`src/hw/ivp_cfg.svh`:
```
// Constants for the interrupt vector placement block.
`ifndef IVP_CFG_SVH
`define IVP_CFG_SVH
// Register address of interrupt_control.
`define IVP_ADDR_ICTRL 8'h00
// Field positions inside interrupt_control.
`define IVP_BIT_CE 0
`define IVP_BIT_VSEL 1
`define IVP_BIT_IRQ2 5
`define IVP_BIT_IRQ0 6
`define IVP_BIT_IRQ1 7
// Reset value of interrupt_control and the zero word.
`define IVP_ICTRL_RST 8'h00
`define IVP_RD_ZERO 8'h00
// Cycles the change window stays open after change enable is set.
`define IVP_CHG_WINDOW_CYC 3'h4
// Boot section start word addresses, one per boot size code.
`define IVP_BOOT_START_SZ0 13'h1C00
`define IVP_BOOT_START_SZ1 13'h1E00
`define IVP_BOOT_START_SZ2 13'h1F00
`define IVP_BOOT_START_SZ3 13'h1F80
// Application table start and reset address.
`define IVP_APP_BASE 13'h0000
// Programmed fuse or lock bit reads as zero.
`define IVP_PROGRAMMED 1'b0
`endif

```
`src/hw/ivp_pkg.sv`:
```
// Types shared by the interrupt vector placement block.
package ivp_pkg;
    // Program word address.
    typedef logic [12:0] ivp_waddr_t;
    // Register port request from the core.
    typedef struct packed {
        logic wr;
        logic rd;
        logic [7:0] addr;
        logic [7:0] wdata;
    } ivp_bus_s;
    // Non-volatile settings, zero meaning programmed.
    typedef struct packed {
        logic [1:0] boot_size_fuses;
        logic reset_vector_fuse;
        logic app_boot_lock;
        logic boot_side_lock;
    } ivp_fuse_s;
    // Change sequence state.
    typedef enum logic [1:0] {
        IVP_IDLE,
        IVP_WINDOW,
        IVP_HOLD
    } ivp_seq_e;
endpackage

```
`src/hw/ivp_cycle_timer.sv`:
```
// Small down counter that holds a window open for a loaded number of cycles.
`timescale 1ns/10ps
module ivp_cycle_timer #(
    parameter int W = 3
) (
    input wire logic sys_clk_i,
    input wire logic rst_b_i,
    input wire logic load_i,
    input wire logic [W-1:0] load_val_i,
    input wire logic stop_i,
    output logic active_o,
    output logic expire_o
);
    // Remaining cycles of the window.
    logic [W-1:0] count_q;

    // Load wins over stop, so a fresh request always reopens the window.
    always_ff @(posedge sys_clk_i)
    begin
        if (!rst_b_i)
            count_q <= '0;
        else if (load_i)
            count_q <= load_val_i;
        else if (stop_i)
            count_q <= '0;
        else if (count_q != '0)
            count_q <= count_q - W'(1);
    end

    // The window is open while any count remains.
    assign active_o = (count_q != '0);
    // Last open cycle with nothing to restart or stop it.
    assign expire_o = (count_q == W'(1)) && !load_i && !stop_i;
endmodule

```
`src/hw/ivp_vector_ctrl.sv`:
```
// Interrupt vector placement: control register, change sequence and vector addresses.
//
// Functional notes
// - Vector select picks flash start or boot start.
// - Boot start follows the boot size fuses.
// - Block interrupts until instruction after select write.
// - Unused window blocks interrupts four cycles only.
// - Blocking never touches the global enable bit.
// - Change enable clears after four cycles or write.
// - Boot vectors, app lock: block in application.
// - App vectors, boot lock: block in boot.
// - 2K boot, fuse clear, select: reset zero.
// - Fuse programmed, select clear: reset boot start.
// - Fuse and select: slots from boot start.
// - Vector address is table entry plus base.
`timescale 1ns/10ps
`include "ivp_cfg.svh"
module ivp_vector_ctrl (
    input wire logic sys_clk_i,
    input wire logic rst_b_i,
    input wire ivp_pkg::ivp_bus_s bus_i,
    output logic [7:0] rd_data_o,
    input wire ivp_pkg::ivp_fuse_s fuse_i,
    input wire ivp_pkg::ivp_waddr_t pc_i,
    input wire logic instr_retire_i,
    input wire logic [4:0] irq_num_i,
    output ivp_pkg::ivp_waddr_t vector_base_o,
    output ivp_pkg::ivp_waddr_t vector_addr_o,
    output ivp_pkg::ivp_waddr_t reset_addr_o,
    output logic [2:0] ext_irq_enable_o,
    output logic vector_select_o,
    output logic irq_block_o
);
    import ivp_pkg::*;

    ////////////////////////////////////////////////////////////////////////
    // Register decode.

    // A write to the control register this cycle.
    logic ctrl_wr;
    // A read of the control register this cycle.
    logic ctrl_rd;
    // That write sets change enable.
    logic wr_ce;
    // That write clears change enable, and so may carry a new select.
    logic wr_sel;
    // Change enable as seen by software; it lives in the timer.
    logic ce_w;
    // The change window ends this cycle without a select write.
    logic ce_expire;
    // Vector select bit.
    logic vsel_q;
    // External interrupt enables, bit order 1, 0, 2 from the top.
    logic [2:0] ext_en_q;
    // Sequence state and its next value.
    ivp_seq_e seq_q;
    ivp_seq_e seq_d;
    // Boot section start decoded from the fuses.
    ivp_waddr_t boot_start_w;
    // Executing from the boot section.
    logic in_boot;
    // A boot lock forbids interrupts right now.
    logic lock_hit;
    // Registered outputs.
    logic [7:0] rd_data_q;
    ivp_waddr_t base_q;
    ivp_waddr_t vaddr_q;
    ivp_waddr_t rst_addr_q;
    logic block_q;
    // Reset image of the control register; the select bit takes its reset value from it.
    localparam logic [7:0] ictrl_rst = `IVP_ICTRL_RST;

    // Only the control register is mapped; every other address falls through.
    assign ctrl_wr = bus_i.wr && (bus_i.addr == `IVP_ADDR_ICTRL);
    assign ctrl_rd = bus_i.rd && (bus_i.addr == `IVP_ADDR_ICTRL);
    assign wr_ce = ctrl_wr && bus_i.wdata[`IVP_BIT_CE];
    assign wr_sel = ctrl_wr && !bus_i.wdata[`IVP_BIT_CE] && ce_w;

    ////////////////////////////////////////////////////////////////////////
    // Change window timer.

    // Setting change enable loads four cycles; a select write closes it early.
    ivp_cycle_timer #(
        .W(3)
    ) u_window (
        .sys_clk_i(sys_clk_i),
        .rst_b_i(rst_b_i),
        .load_i(wr_ce),
        .load_val_i(`IVP_CHG_WINDOW_CYC),
        .stop_i(wr_sel),
        .active_o(ce_w),
        .expire_o(ce_expire)
    );

    ////////////////////////////////////////////////////////////////////////
    // Control register bits.

    // Select only moves inside an open window, which keeps a stray write from
    // yanking the table away under a running handler.
    always_ff @(posedge sys_clk_i)
    begin
        if (!rst_b_i)
            vsel_q <= ictrl_rst[`IVP_BIT_VSEL];
        else if (wr_sel)
            vsel_q <= bus_i.wdata[`IVP_BIT_VSEL];
    end

    // The external enables are plain read/write bits.
    always_ff @(posedge sys_clk_i)
    begin
        if (!rst_b_i)
            ext_en_q <= '0;
        else if (ctrl_wr)
            ext_en_q <= {bus_i.wdata[`IVP_BIT_IRQ1], bus_i.wdata[`IVP_BIT_IRQ0],
                         bus_i.wdata[`IVP_BIT_IRQ2]};
    end

    ////////////////////////////////////////////////////////////////////////
    // Change sequence.

    // A new change enable always restarts the window, even from hold.
    always_comb
    begin
        seq_d = seq_q;
        case (seq_q)
            IVP_IDLE:
            begin
                if (wr_ce)
                    seq_d = IVP_WINDOW;
            end
            IVP_WINDOW:
            begin
                if (wr_ce)
                    seq_d = IVP_WINDOW;
                else if (wr_sel)
                    seq_d = IVP_HOLD;
                else if (ce_expire)
                    seq_d = IVP_IDLE;
            end
            IVP_HOLD:
            begin
                // The next retired instruction is the one after the write.
                if (wr_ce)
                    seq_d = IVP_WINDOW;
                else if (instr_retire_i)
                    seq_d = IVP_IDLE;
            end
            default:
                seq_d = IVP_IDLE;
        endcase
    end

    // Sequence state register.
    always_ff @(posedge sys_clk_i)
    begin
        if (!rst_b_i)
            seq_q <= IVP_IDLE;
        else
            seq_q <= seq_d;
    end

    ////////////////////////////////////////////////////////////////////////
    // Boot section decode and lock blocking.

    // Boot start is a pure function of the fuses.
    always_comb
    begin
        case (fuse_i.boot_size_fuses)
            2'h0: boot_start_w = `IVP_BOOT_START_SZ0;
            2'h1: boot_start_w = `IVP_BOOT_START_SZ1;
            2'h2: boot_start_w = `IVP_BOOT_START_SZ2;
            default: boot_start_w = `IVP_BOOT_START_SZ3;
        endcase
    end

    // The boot section runs from its start to the top of flash.
    assign in_boot = (pc_i >= boot_start_w);

    // A table placed in the other section than the code is unreachable when
    // that section is locked, so interrupts must not fire there.
    assign lock_hit = (vsel_q && (fuse_i.app_boot_lock == `IVP_PROGRAMMED) && !in_boot)
                   || (!vsel_q && (fuse_i.boot_side_lock == `IVP_PROGRAMMED) && in_boot);

    // The block is a separate gate into the core; the global enable bit in the
    // status register is left alone, so nothing needs restoring afterwards.
    always_ff @(posedge sys_clk_i)
    begin
        if (!rst_b_i)
            block_q <= 1'b0;
        else
            block_q <= (seq_d != IVP_IDLE) || lock_hit;
    end

    ////////////////////////////////////////////////////////////////////////
    // Vector and reset addresses.

    // Table base: application start or boot start.
    always_ff @(posedge sys_clk_i)
    begin
        if (!rst_b_i)
            base_q <= `IVP_APP_BASE;
        else
            base_q <= vsel_q ? boot_start_w : `IVP_APP_BASE;
    end

    // Each vector takes a two-word slot; the slot number is the entry index.
    always_ff @(posedge sys_clk_i)
    begin
        if (!rst_b_i)
            vaddr_q <= `IVP_APP_BASE;
        else
            vaddr_q <= (vsel_q ? boot_start_w : `IVP_APP_BASE) + {7'h00, irq_num_i, 1'b0};
    end

    // Reset fetch follows the reset vector fuse and the boot size fuses, never the select bit.
    always_ff @(posedge sys_clk_i)
    begin
        if (!rst_b_i)
            rst_addr_q <= `IVP_APP_BASE;
        else if (fuse_i.reset_vector_fuse == `IVP_PROGRAMMED)
            rst_addr_q <= boot_start_w;
        else
            rst_addr_q <= `IVP_APP_BASE;
    end

    ////////////////////////////////////////////////////////////////////////
    // Read port.

    // Read data stand one cycle after the strobe; other addresses read zero.
    always_ff @(posedge sys_clk_i)
    begin
        if (!rst_b_i)
            rd_data_q <= `IVP_RD_ZERO;
        else if (ctrl_rd)
            rd_data_q <= {ext_en_q[2], ext_en_q[1], ext_en_q[0], 3'h0, vsel_q, ce_w};
        else
            rd_data_q <= `IVP_RD_ZERO;
    end

    // Every output is the flip-flop behind it, with no logic after it.
    assign rd_data_o = rd_data_q;
    assign vector_base_o = base_q;
    assign vector_addr_o = vaddr_q;
    assign reset_addr_o = rst_addr_q;
    assign ext_irq_enable_o = ext_en_q;
    assign vector_select_o = vsel_q;
    assign irq_block_o = block_q;
endmodule

```
`config.mk`:
```
export PLATFORM = sky130hd
export DESIGN_NAME = ivp_vector_ctrl
export DESIGN_NICKNAME = d
export VERILOG_FILES = /design/src/hw/ivp_pkg.sv /design/src/hw/ivp_cycle_timer.sv /design/src/hw/ivp_vector_ctrl.sv
export VERILOG_INCLUDE_DIRS = /design/src /design/src/hw
export SDC_FILE = /design/constraint.sdc
export NUM_CORES = 1
export LEC_CHECK = 0
export BUFFER_PORTS_ARGS = -buffer_cell sky130_fd_sc_hd__buf_4
export CORE_MARGIN = 4
export CORE_UTILIZATION = 44
export CTS_CLUSTER_SIZE = 16
export DETAILED_ROUTE_END_ITERATION = 10
export HOLD_SLACK_MARGIN = 0.06
export PLACE_DENSITY = 0.94
export SYNTH_ARGS = -nofsm -noshare
export SYNTH_HDL_FRONTEND = slang
export SYNTH_SLANG_ARGS = --single-unit
```
`constraint.sdc`:
```
create_clock -name sys_clk_i -period 3.3 [get_ports sys_clk_i]
set_input_delay 0.33 -clock sys_clk_i [delete_from_list [all_inputs] [get_ports sys_clk_i]]
set_output_delay 0.33 -clock sys_clk_i [all_outputs]
set_load 0.05 [all_outputs]
```
After elaboration in Yosys (flattened, before gate mapping)
Index checks and enable logic that the tools add are counted.
Widths: inputs -> output; s select.
{"block": "word_totals", "ff_bits": 57, "latchBits": 0, "mem_bits_rw": 0, "romBits": 0, "output_inout_bits": 52, "elab_cells": 61, "mem_count": 0}
{"block": "op_classes", "n_addsub": 2, "mul": 0, "div": 0, "order_cmp": 1, "eq_ne": 5, "shift": 0, "n_mux": 12, "bitwise_logic": 3, "n_reduce_logical": 27}
{"operator": "$pmux 10 s3", "n": 1}
{"operator": "$add 13x6->13", "n": 1}
{"operator": "$ge 13x13->1", "n": 1}
{"operator": "$mux 13", "n": 1}
{"operator": "$mux 2", "n": 6}
{"operator": "$logic_and 1x1->1", "n": 11}
{"operator": "$mux 3", "n": 3}
{"operator": "$logic_not 8->1", "n": 1}
{"operator": "$pmux 2 s3", "n": 1}
{"operator": "$reduce_bool 3->1", "n": 2}
{"operator": "$logic_not 1->1", "n": 5}
{"operator": "$eq 2x1->1 const B", "n": 2}
{"operator": "$eq 2x2->1 const B", "n": 2}
{"operator": "$logic_not 2->1", "n": 2}
{"operator": "$eq 3x1->1 const B", "n": 1}
{"operator": "$not 1->1", "n": 3}
{"operator": "$reduce_or 3->1", "n": 1}
{"operator": "$sub 3x1->3 const B", "n": 1}
{"operator": "$logic_or 1x1->1", "n": 2}
{"operator": "$reduce_and 2->1", "n": 1}
{"operator": "$reduce_bool 2->1", "n": 1}
{"operator": "$reduce_or 2->1", "n": 1}

Longest topological paths before layout
{"block": "depth", "depth_word": 12, "ltp_mapped": 7}

By module
Synthesis repeated with hierarchy kept, for this count alone.
{"block": "hier_totals", "cells_unflattened": 149, "hier_area_um2": 1370.1}
{"mod": "ivp_vector_ctrl", "instances": 1, "cells_each": 123, "area_per_inst_um2": 1173.6, "seq_area_each_um2": 500.5}
{"mod": "ivp_cycle_timer", "instances": 1, "cells_each": 26, "area_per_inst_um2": 196.4, "seq_area_each_um2": 60.1}

Worst setup path before layout
Ideal clock, no wire load.
{"block": "synth_timing", "kind": "input port to flip-flop", "startpoint": "input fuse_i[3] (netlist bit)", "endpoint": "register block_q (netlist: irq_block_o)", "setup_ns": 0.127, "arrival_ns": 1.709, "required_ns": 3.173, "slack_ns": 1.464, "path_stages": 7, "path_buffers": 0, "path_cell_list": "nand2_1 -> inv_1 -> ha_1 -> or4b_1 -> o211ai_2 -> a211oi_1 -> or3_1"}
{"block": "synth_between", "elab_chain_len": 7}
{"element": "start, declared", "line_no": "ivp_vector_ctrl.sv:23", "rtl": "input wire ivp_pkg::ivp_fuse_s fuse_i,"}
{"element": "$eq 2x2->1, or another cell as far along", "line_no": "ivp_vector_ctrl.sv:168", "rtl": "case (fuse_i.boot_size_fuses)"}
{"element": "$pmux 10 s3 *", "line_no": "ivp_vector_ctrl.sv:168"}
{"element": "via boot_start_w[7]", "line_no": "ivp_vector_ctrl.sv:59", "rtl": "ivp_waddr_t boot_start_w;"}
{"element": "$ge 13x13->1 *", "line_no": "ivp_vector_ctrl.sv:177", "rtl": "assign in_boot = (pc_i >= boot_start_w);"}
{"element": "$logic_not 1->1", "line_no": "ivp_vector_ctrl.sv:181", "rtl": "assign lock_hit = (vsel_q && (fuse_i.app_boot_lock == `IVP_PROGRAMMED) && !in_boot)"}
{"element": "$logic_and 1x1->1", "line_no": "ivp_vector_ctrl.sv:181"}
{"element": "$logic_or 1x1->1 *", "line_no": "ivp_vector_ctrl.sv:181"}
{"element": "$logic_or 1x1->1 *", "line_no": "ivp_vector_ctrl.sv:191", "rtl": "block_q <= (seq_d != IVP_IDLE) || lock_hit;"}
{"element": "end signal, assigned", "line_no": "ivp_vector_ctrl.sv:191"}
{"element": "end, declared", "line_no": "ivp_vector_ctrl.sv:69", "rtl": "logic block_q;"}
Mark *: on every way through the listed nets, which the timed path passes. The rest lies on a longest branch.
A chain may end at the register's enable or synchronous reset.

Worst setup path after layout
Same ends and word-level chain as after synthesis.

==> flow_results.org <==
** STA
- Setup Total Neg Slack :: 0 ns
- For the finished layout, the period the worst path requires is 1.71 ns.
- Setup repair after global routing left no endpoint under its margin.
- The final hold violation count was 0.
- Maximum clock frequency :: 586 MHz
- Measured against its own limit, the worst slew margin works out to 63.5%.
- The final count of pins violating max slew is 0.
- Count of final setup violators :: 0
- Share of the clock period used by the worst path :: 51.7%
- At the pin with the least slew margin, the transition time is 0.547 ns.
- For the final database, setup skew stands at 0.0111 ns.

** Worst setup path
- The worst setup path is launched from an input pin.
- Peak fanout along the critical path :: 3
- Kind of end point of the critical path :: register
- Reg2Reg Launch Point :: u_window.count_q[0]
- STA puts the critical path data arrival time at 1.93 ns.
- Register-to-register setup slack :: 1.77 ns
- Cell depth of the worst flop-to-flop path :: 6
- For the worst setup path, the data required time is 3.52 ns.
- Type of the worst setup path :: input pin to register
- Worst reg2reg endpoint :: u_window.count_q[0]

** Floorplan
- Number of rows in the core area :: 20
- The die is 64.0 um wide.
- 96 I/O pins were placed.
- The floorplan step defined a die boundary enclosing 4090 um2.
- Vertical die dimension :: 64.0 um
- Initial cell density of the core :: 45.5%
- The floorplan step defined a core boundary enclosing 3030 um2.

** Global route
- The number of antenna violations at the first check in global routing was 0.
- Maximum number of pins on one net before global-route repair :: 19
- Via count of the first global-routing pass :: 1043
- Total Routing Usage GR :: 14.2%
- Wire length of the first global-routing pass :: 4570 um
- The total overflow left after global routing is 0.

** Routing
- First-pass detailed-route iteration total :: 4
- For this block, the initial DRC count from the detailed router was 41.
- In the routed layout, each cell is associated on average with a via count of 4.49.
- Sum of routed wire length over all layers :: 2880 um
- For this run, design rule violations remaining after detail routing come to 0.
- In this run the remaining antenna-violating nets after routing total 0.
- Wire length per cell :: 11.4 um
- Routed vias :: 1131

** Yosys
- Post-synth design cell area :: 1380 um2
- Yosys cell types :: 34
- After synthesis, the mean cell area works out to 9.57 um2.
- Number of synthesis warnings :: 0
- Number of flip-flops and latches in the synthesized netlist :: 28
- Synthesized instance count :: 144
- Sequential area share after synthesis :: 40.7%

** Clock tree
- Buffers added to address setup during post-CTS repair amount to 0.
- CTS sink cnt :: 28
- Cts bufs inserted :: 3
- Clock latency reported for the late side of the worst-skew pair :: 0.33 ns
- Post-cts repair resize count :: 0
- CTS H-tree depth :: 1
- TritonCTS built the clock tree.
- Clock-pin slew was measured on the worst setup and hold paths at 0.15 ns.
- Counting along the longest clock path gives a buffer depth of 2.
- The root buffer cell chosen for the clock tree is sky130_fd_sc_hd__clkbuf_4.
- CTS Hold Buffers Added :: 0

** Min path
- The worst hold path passes through 2 cells.
- The worst hold path terminates at vector_addr_o[3].
- The tightest min-delay check is of the input pin to register type.
- The startpoint identified for the worst hold timing path is irq_num_i[2].

** Cells and area
- The repair_antennas step left the layout with diodes totalling 0.
- Most frequent cells in the layout :: 73 x sky130_fd_sc_hd__buf_4, 28 x sky130_fd_sc_hd__dfxtp_1, 19 x sky130_fd_sc_hd__conb_1
- Fraction of layout cells with a size suffix above 1 :: 40.4%
- The library cell used most frequently in the layout, excluding fill and tap cells, is sky130_fd_sc_hd__buf_4.
- Design Area, Final :: 1880 um2
- After the last flow step, the layout net total stands at 259.
- Compared with the post-synthesis result, the final layout area differs by 36.1%.

** Pwr
- Summed over all cells, the static leakage comes to 0.000943 uW.
- Across the VDD grid, the largest voltage drop is 0.277 mV.
- Cell area power density :: 474 nW/um2

** Flow run
- Across the run, the number of max-cap violations was 0.

** Placed design
- At the end of routability-driven placement, the weighted congestion stood at 0.766.
- Once detailed placement completed, the half-perimeter wirelength came to 2430 um.
- Port bufs :: 73
- Once placement finished, the instance area stood at 1820 um2.

** Status
- Run status :: completed
cell usage after synthesis:
| cell | n | area share (%) |
|---|---|---|
| sky130_fd_sc_hd__and3_2 | 1 | 0.55 |
| sky130_fd_sc_hd__or3_1 | 1 | 0.45 |
| sky130_fd_sc_hd__inv_1 | 9 | 2.5 |
| sky130_fd_sc_hd__o211ai_2 | 1 | 0.91 |
| sky130_fd_sc_hd__a41oi_1 | 1 | 0.64 |
| sky130_fd_sc_hd__or4_4 | 1 | 0.82 |
| sky130_fd_sc_hd__conb_1 | 1 | 0.27 |
| sky130_fd_sc_hd__o221ai_1 | 1 | 0.64 |
| sky130_fd_sc_hd__or4b_1 | 1 | 0.73 |
| sky130_fd_sc_hd__nand3b_1 | 2 | 1.1 |
| sky130_fd_sc_hd__dfxtp_1 | 28 | 41 |
| sky130_fd_sc_hd__a21oi_1 | 2 | 0.73 |
| sky130_fd_sc_hd__buf_4 | 29 | 16 |
| sky130_fd_sc_hd__a31oi_1 | 2 | 0.91 |
| sky130_fd_sc_hd__nor2b_1 | 7 | 3.2 |
| sky130_fd_sc_hd__and2_1 | 9 | 4.1 |
| sky130_fd_sc_hd__mux2i_1 | 4 | 2.9 |
| sky130_fd_sc_hd__nor4_4 | 2 | 3.1 |
| sky130_fd_sc_hd__mux2_2 | 1 | 0.82 |
| sky130_fd_sc_hd__a311oi_1 | 2 | 1.3 |
| sky130_fd_sc_hd__nand2b_1 | 2 | 0.91 |
| sky130_fd_sc_hd__a211oi_1 | 2 | 1.1 |
| sky130_fd_sc_hd__clkbuf_1 | 2 | 0.55 |
| sky130_fd_sc_hd__nand2_1 | 6 | 1.6 |
| sky130_fd_sc_hd__a21boi_0 | 1 | 0.55 |
| sky130_fd_sc_hd__nor3_1 | 2 | 0.73 |
| sky130_fd_sc_hd__o2111ai_1 | 1 | 0.64 |
| sky130_fd_sc_hd__ha_1 | 6 | 5.4 |
| sky130_fd_sc_hd__nand3_2 | 1 | 0.73 |
| sky130_fd_sc_hd__nand4_1 | 1 | 0.45 |
| sky130_fd_sc_hd__o21a_1 | 1 | 0.55 |
| sky130_fd_sc_hd__and4_1 | 1 | 0.64 |
| sky130_fd_sc_hd__nor2_1 | 11 | 3.0 |
| sky130_fd_sc_hd__nor3b_1 | 2 | 1.1 |
worst max-delay path, stage by stage:
cell and delay (ns):
sky130_fd_sc_hd__buf_4 0.11, sky130_fd_sc_hd__nand2_1 0.11, sky130_fd_sc_hd__inv_1 0.06, sky130_fd_sc_hd__ha_1 0.26
sky130_fd_sc_hd__or4b_1 0.44, sky130_fd_sc_hd__o211ai_2 0.17, sky130_fd_sc_hd__a211oi_1 0.09, sky130_fd_sc_hd__or3_1 0.36
area by class of cell:
| class | count | area [um2] |
|---|---|---|
| repair buffers | 73 | 548 |
| flip-flops and latches | 28 | 561 |
| well taps | 44 | 55.1 |
| fillers | 263 | 1150 |
| inverters | 9 | 33.8 |
| clock buffers | 3 | 22.5 |
| multi-input cells | 94 | 626 |
| clock inverters | 1 | 30.0 |
kinds of logic (layout without fill, tap and decap cells):
kind of cell / after synthesis / in the layout / synth area share [%]
adders and majority gates: 6 / 6 / 5.45
other: 1 / 19 / 0.272
DFF: 28 / 28 / 40.7
muxes: 5 / 5 / 3.72
and+or+nand+nor: 50 / 50 / 23.2
buffers and inverters: 40 / 86 / 18.8
AOI/OAI and AO/OA: 14 / 14 / 7.90
per-stage QoR:
step	util [%]	hold WS, ns	setup slack, ns	cells	power, uW
floorplan	-	0.457	1.46	162	615
global placement	60.2	0.470	1.27	248	663
detailed placement	60.2	0.476	1.24	248	674
CTS	61.9	0.183	1.59	252	894
global route	61.9	0.164	1.52	252	944
finish	61.9	0.191	1.59	252	889
routing by layer:
metal,part of all wire (%),track usage [%],routed length (um),vias up
met3,12,4.39,337,5
li1,-,-,-,561
met2,50,24.6,1430,68
met1,37,16.2,1070,497
met5,0,0,0,-
met4,1.5,4.85,42,0
power by group:
group,switching [uW],internal [uW],total (uW)
Clock,97.7,123,221
Combinational,177,113,290
Sequential,17.2,362,379
how the worst max path moves through the flow:
| stage | endpoint | cells past startpoint | slack (ns) | startpoint |
|---|---|---|---|---|
| 2_1_floorplan | irq_block_o | 7 | 1.46 | fuse_i[3] |
| 5_1_grt | irq_block_o | 8 | 1.52 | fuse_i[3] |
| 4_1_cts | irq_block_o | 8 | 1.59 | fuse_i[3] |
| 3_3_place_gp | irq_block_o | 8 | 1.27 | fuse_i[3] |
| 6_report | irq_block_o | 8 | 1.59 | fuse_i[3] |
| 3_5_place_dp | irq_block_o | 8 | 1.24 | fuse_i[3] |
registers in the layout, indices dropped and copies added, names as in the netlist:
register          count
reset_addr_o          4
vector_addr_o         5
u_window.count_q      3
ext_irq_enable_o      3
irq_block_o           1
vector_select_o       1
seq_q                 2
vector_base_o         4
rd_data_o             5
Power figures use the tool's default switching activity.
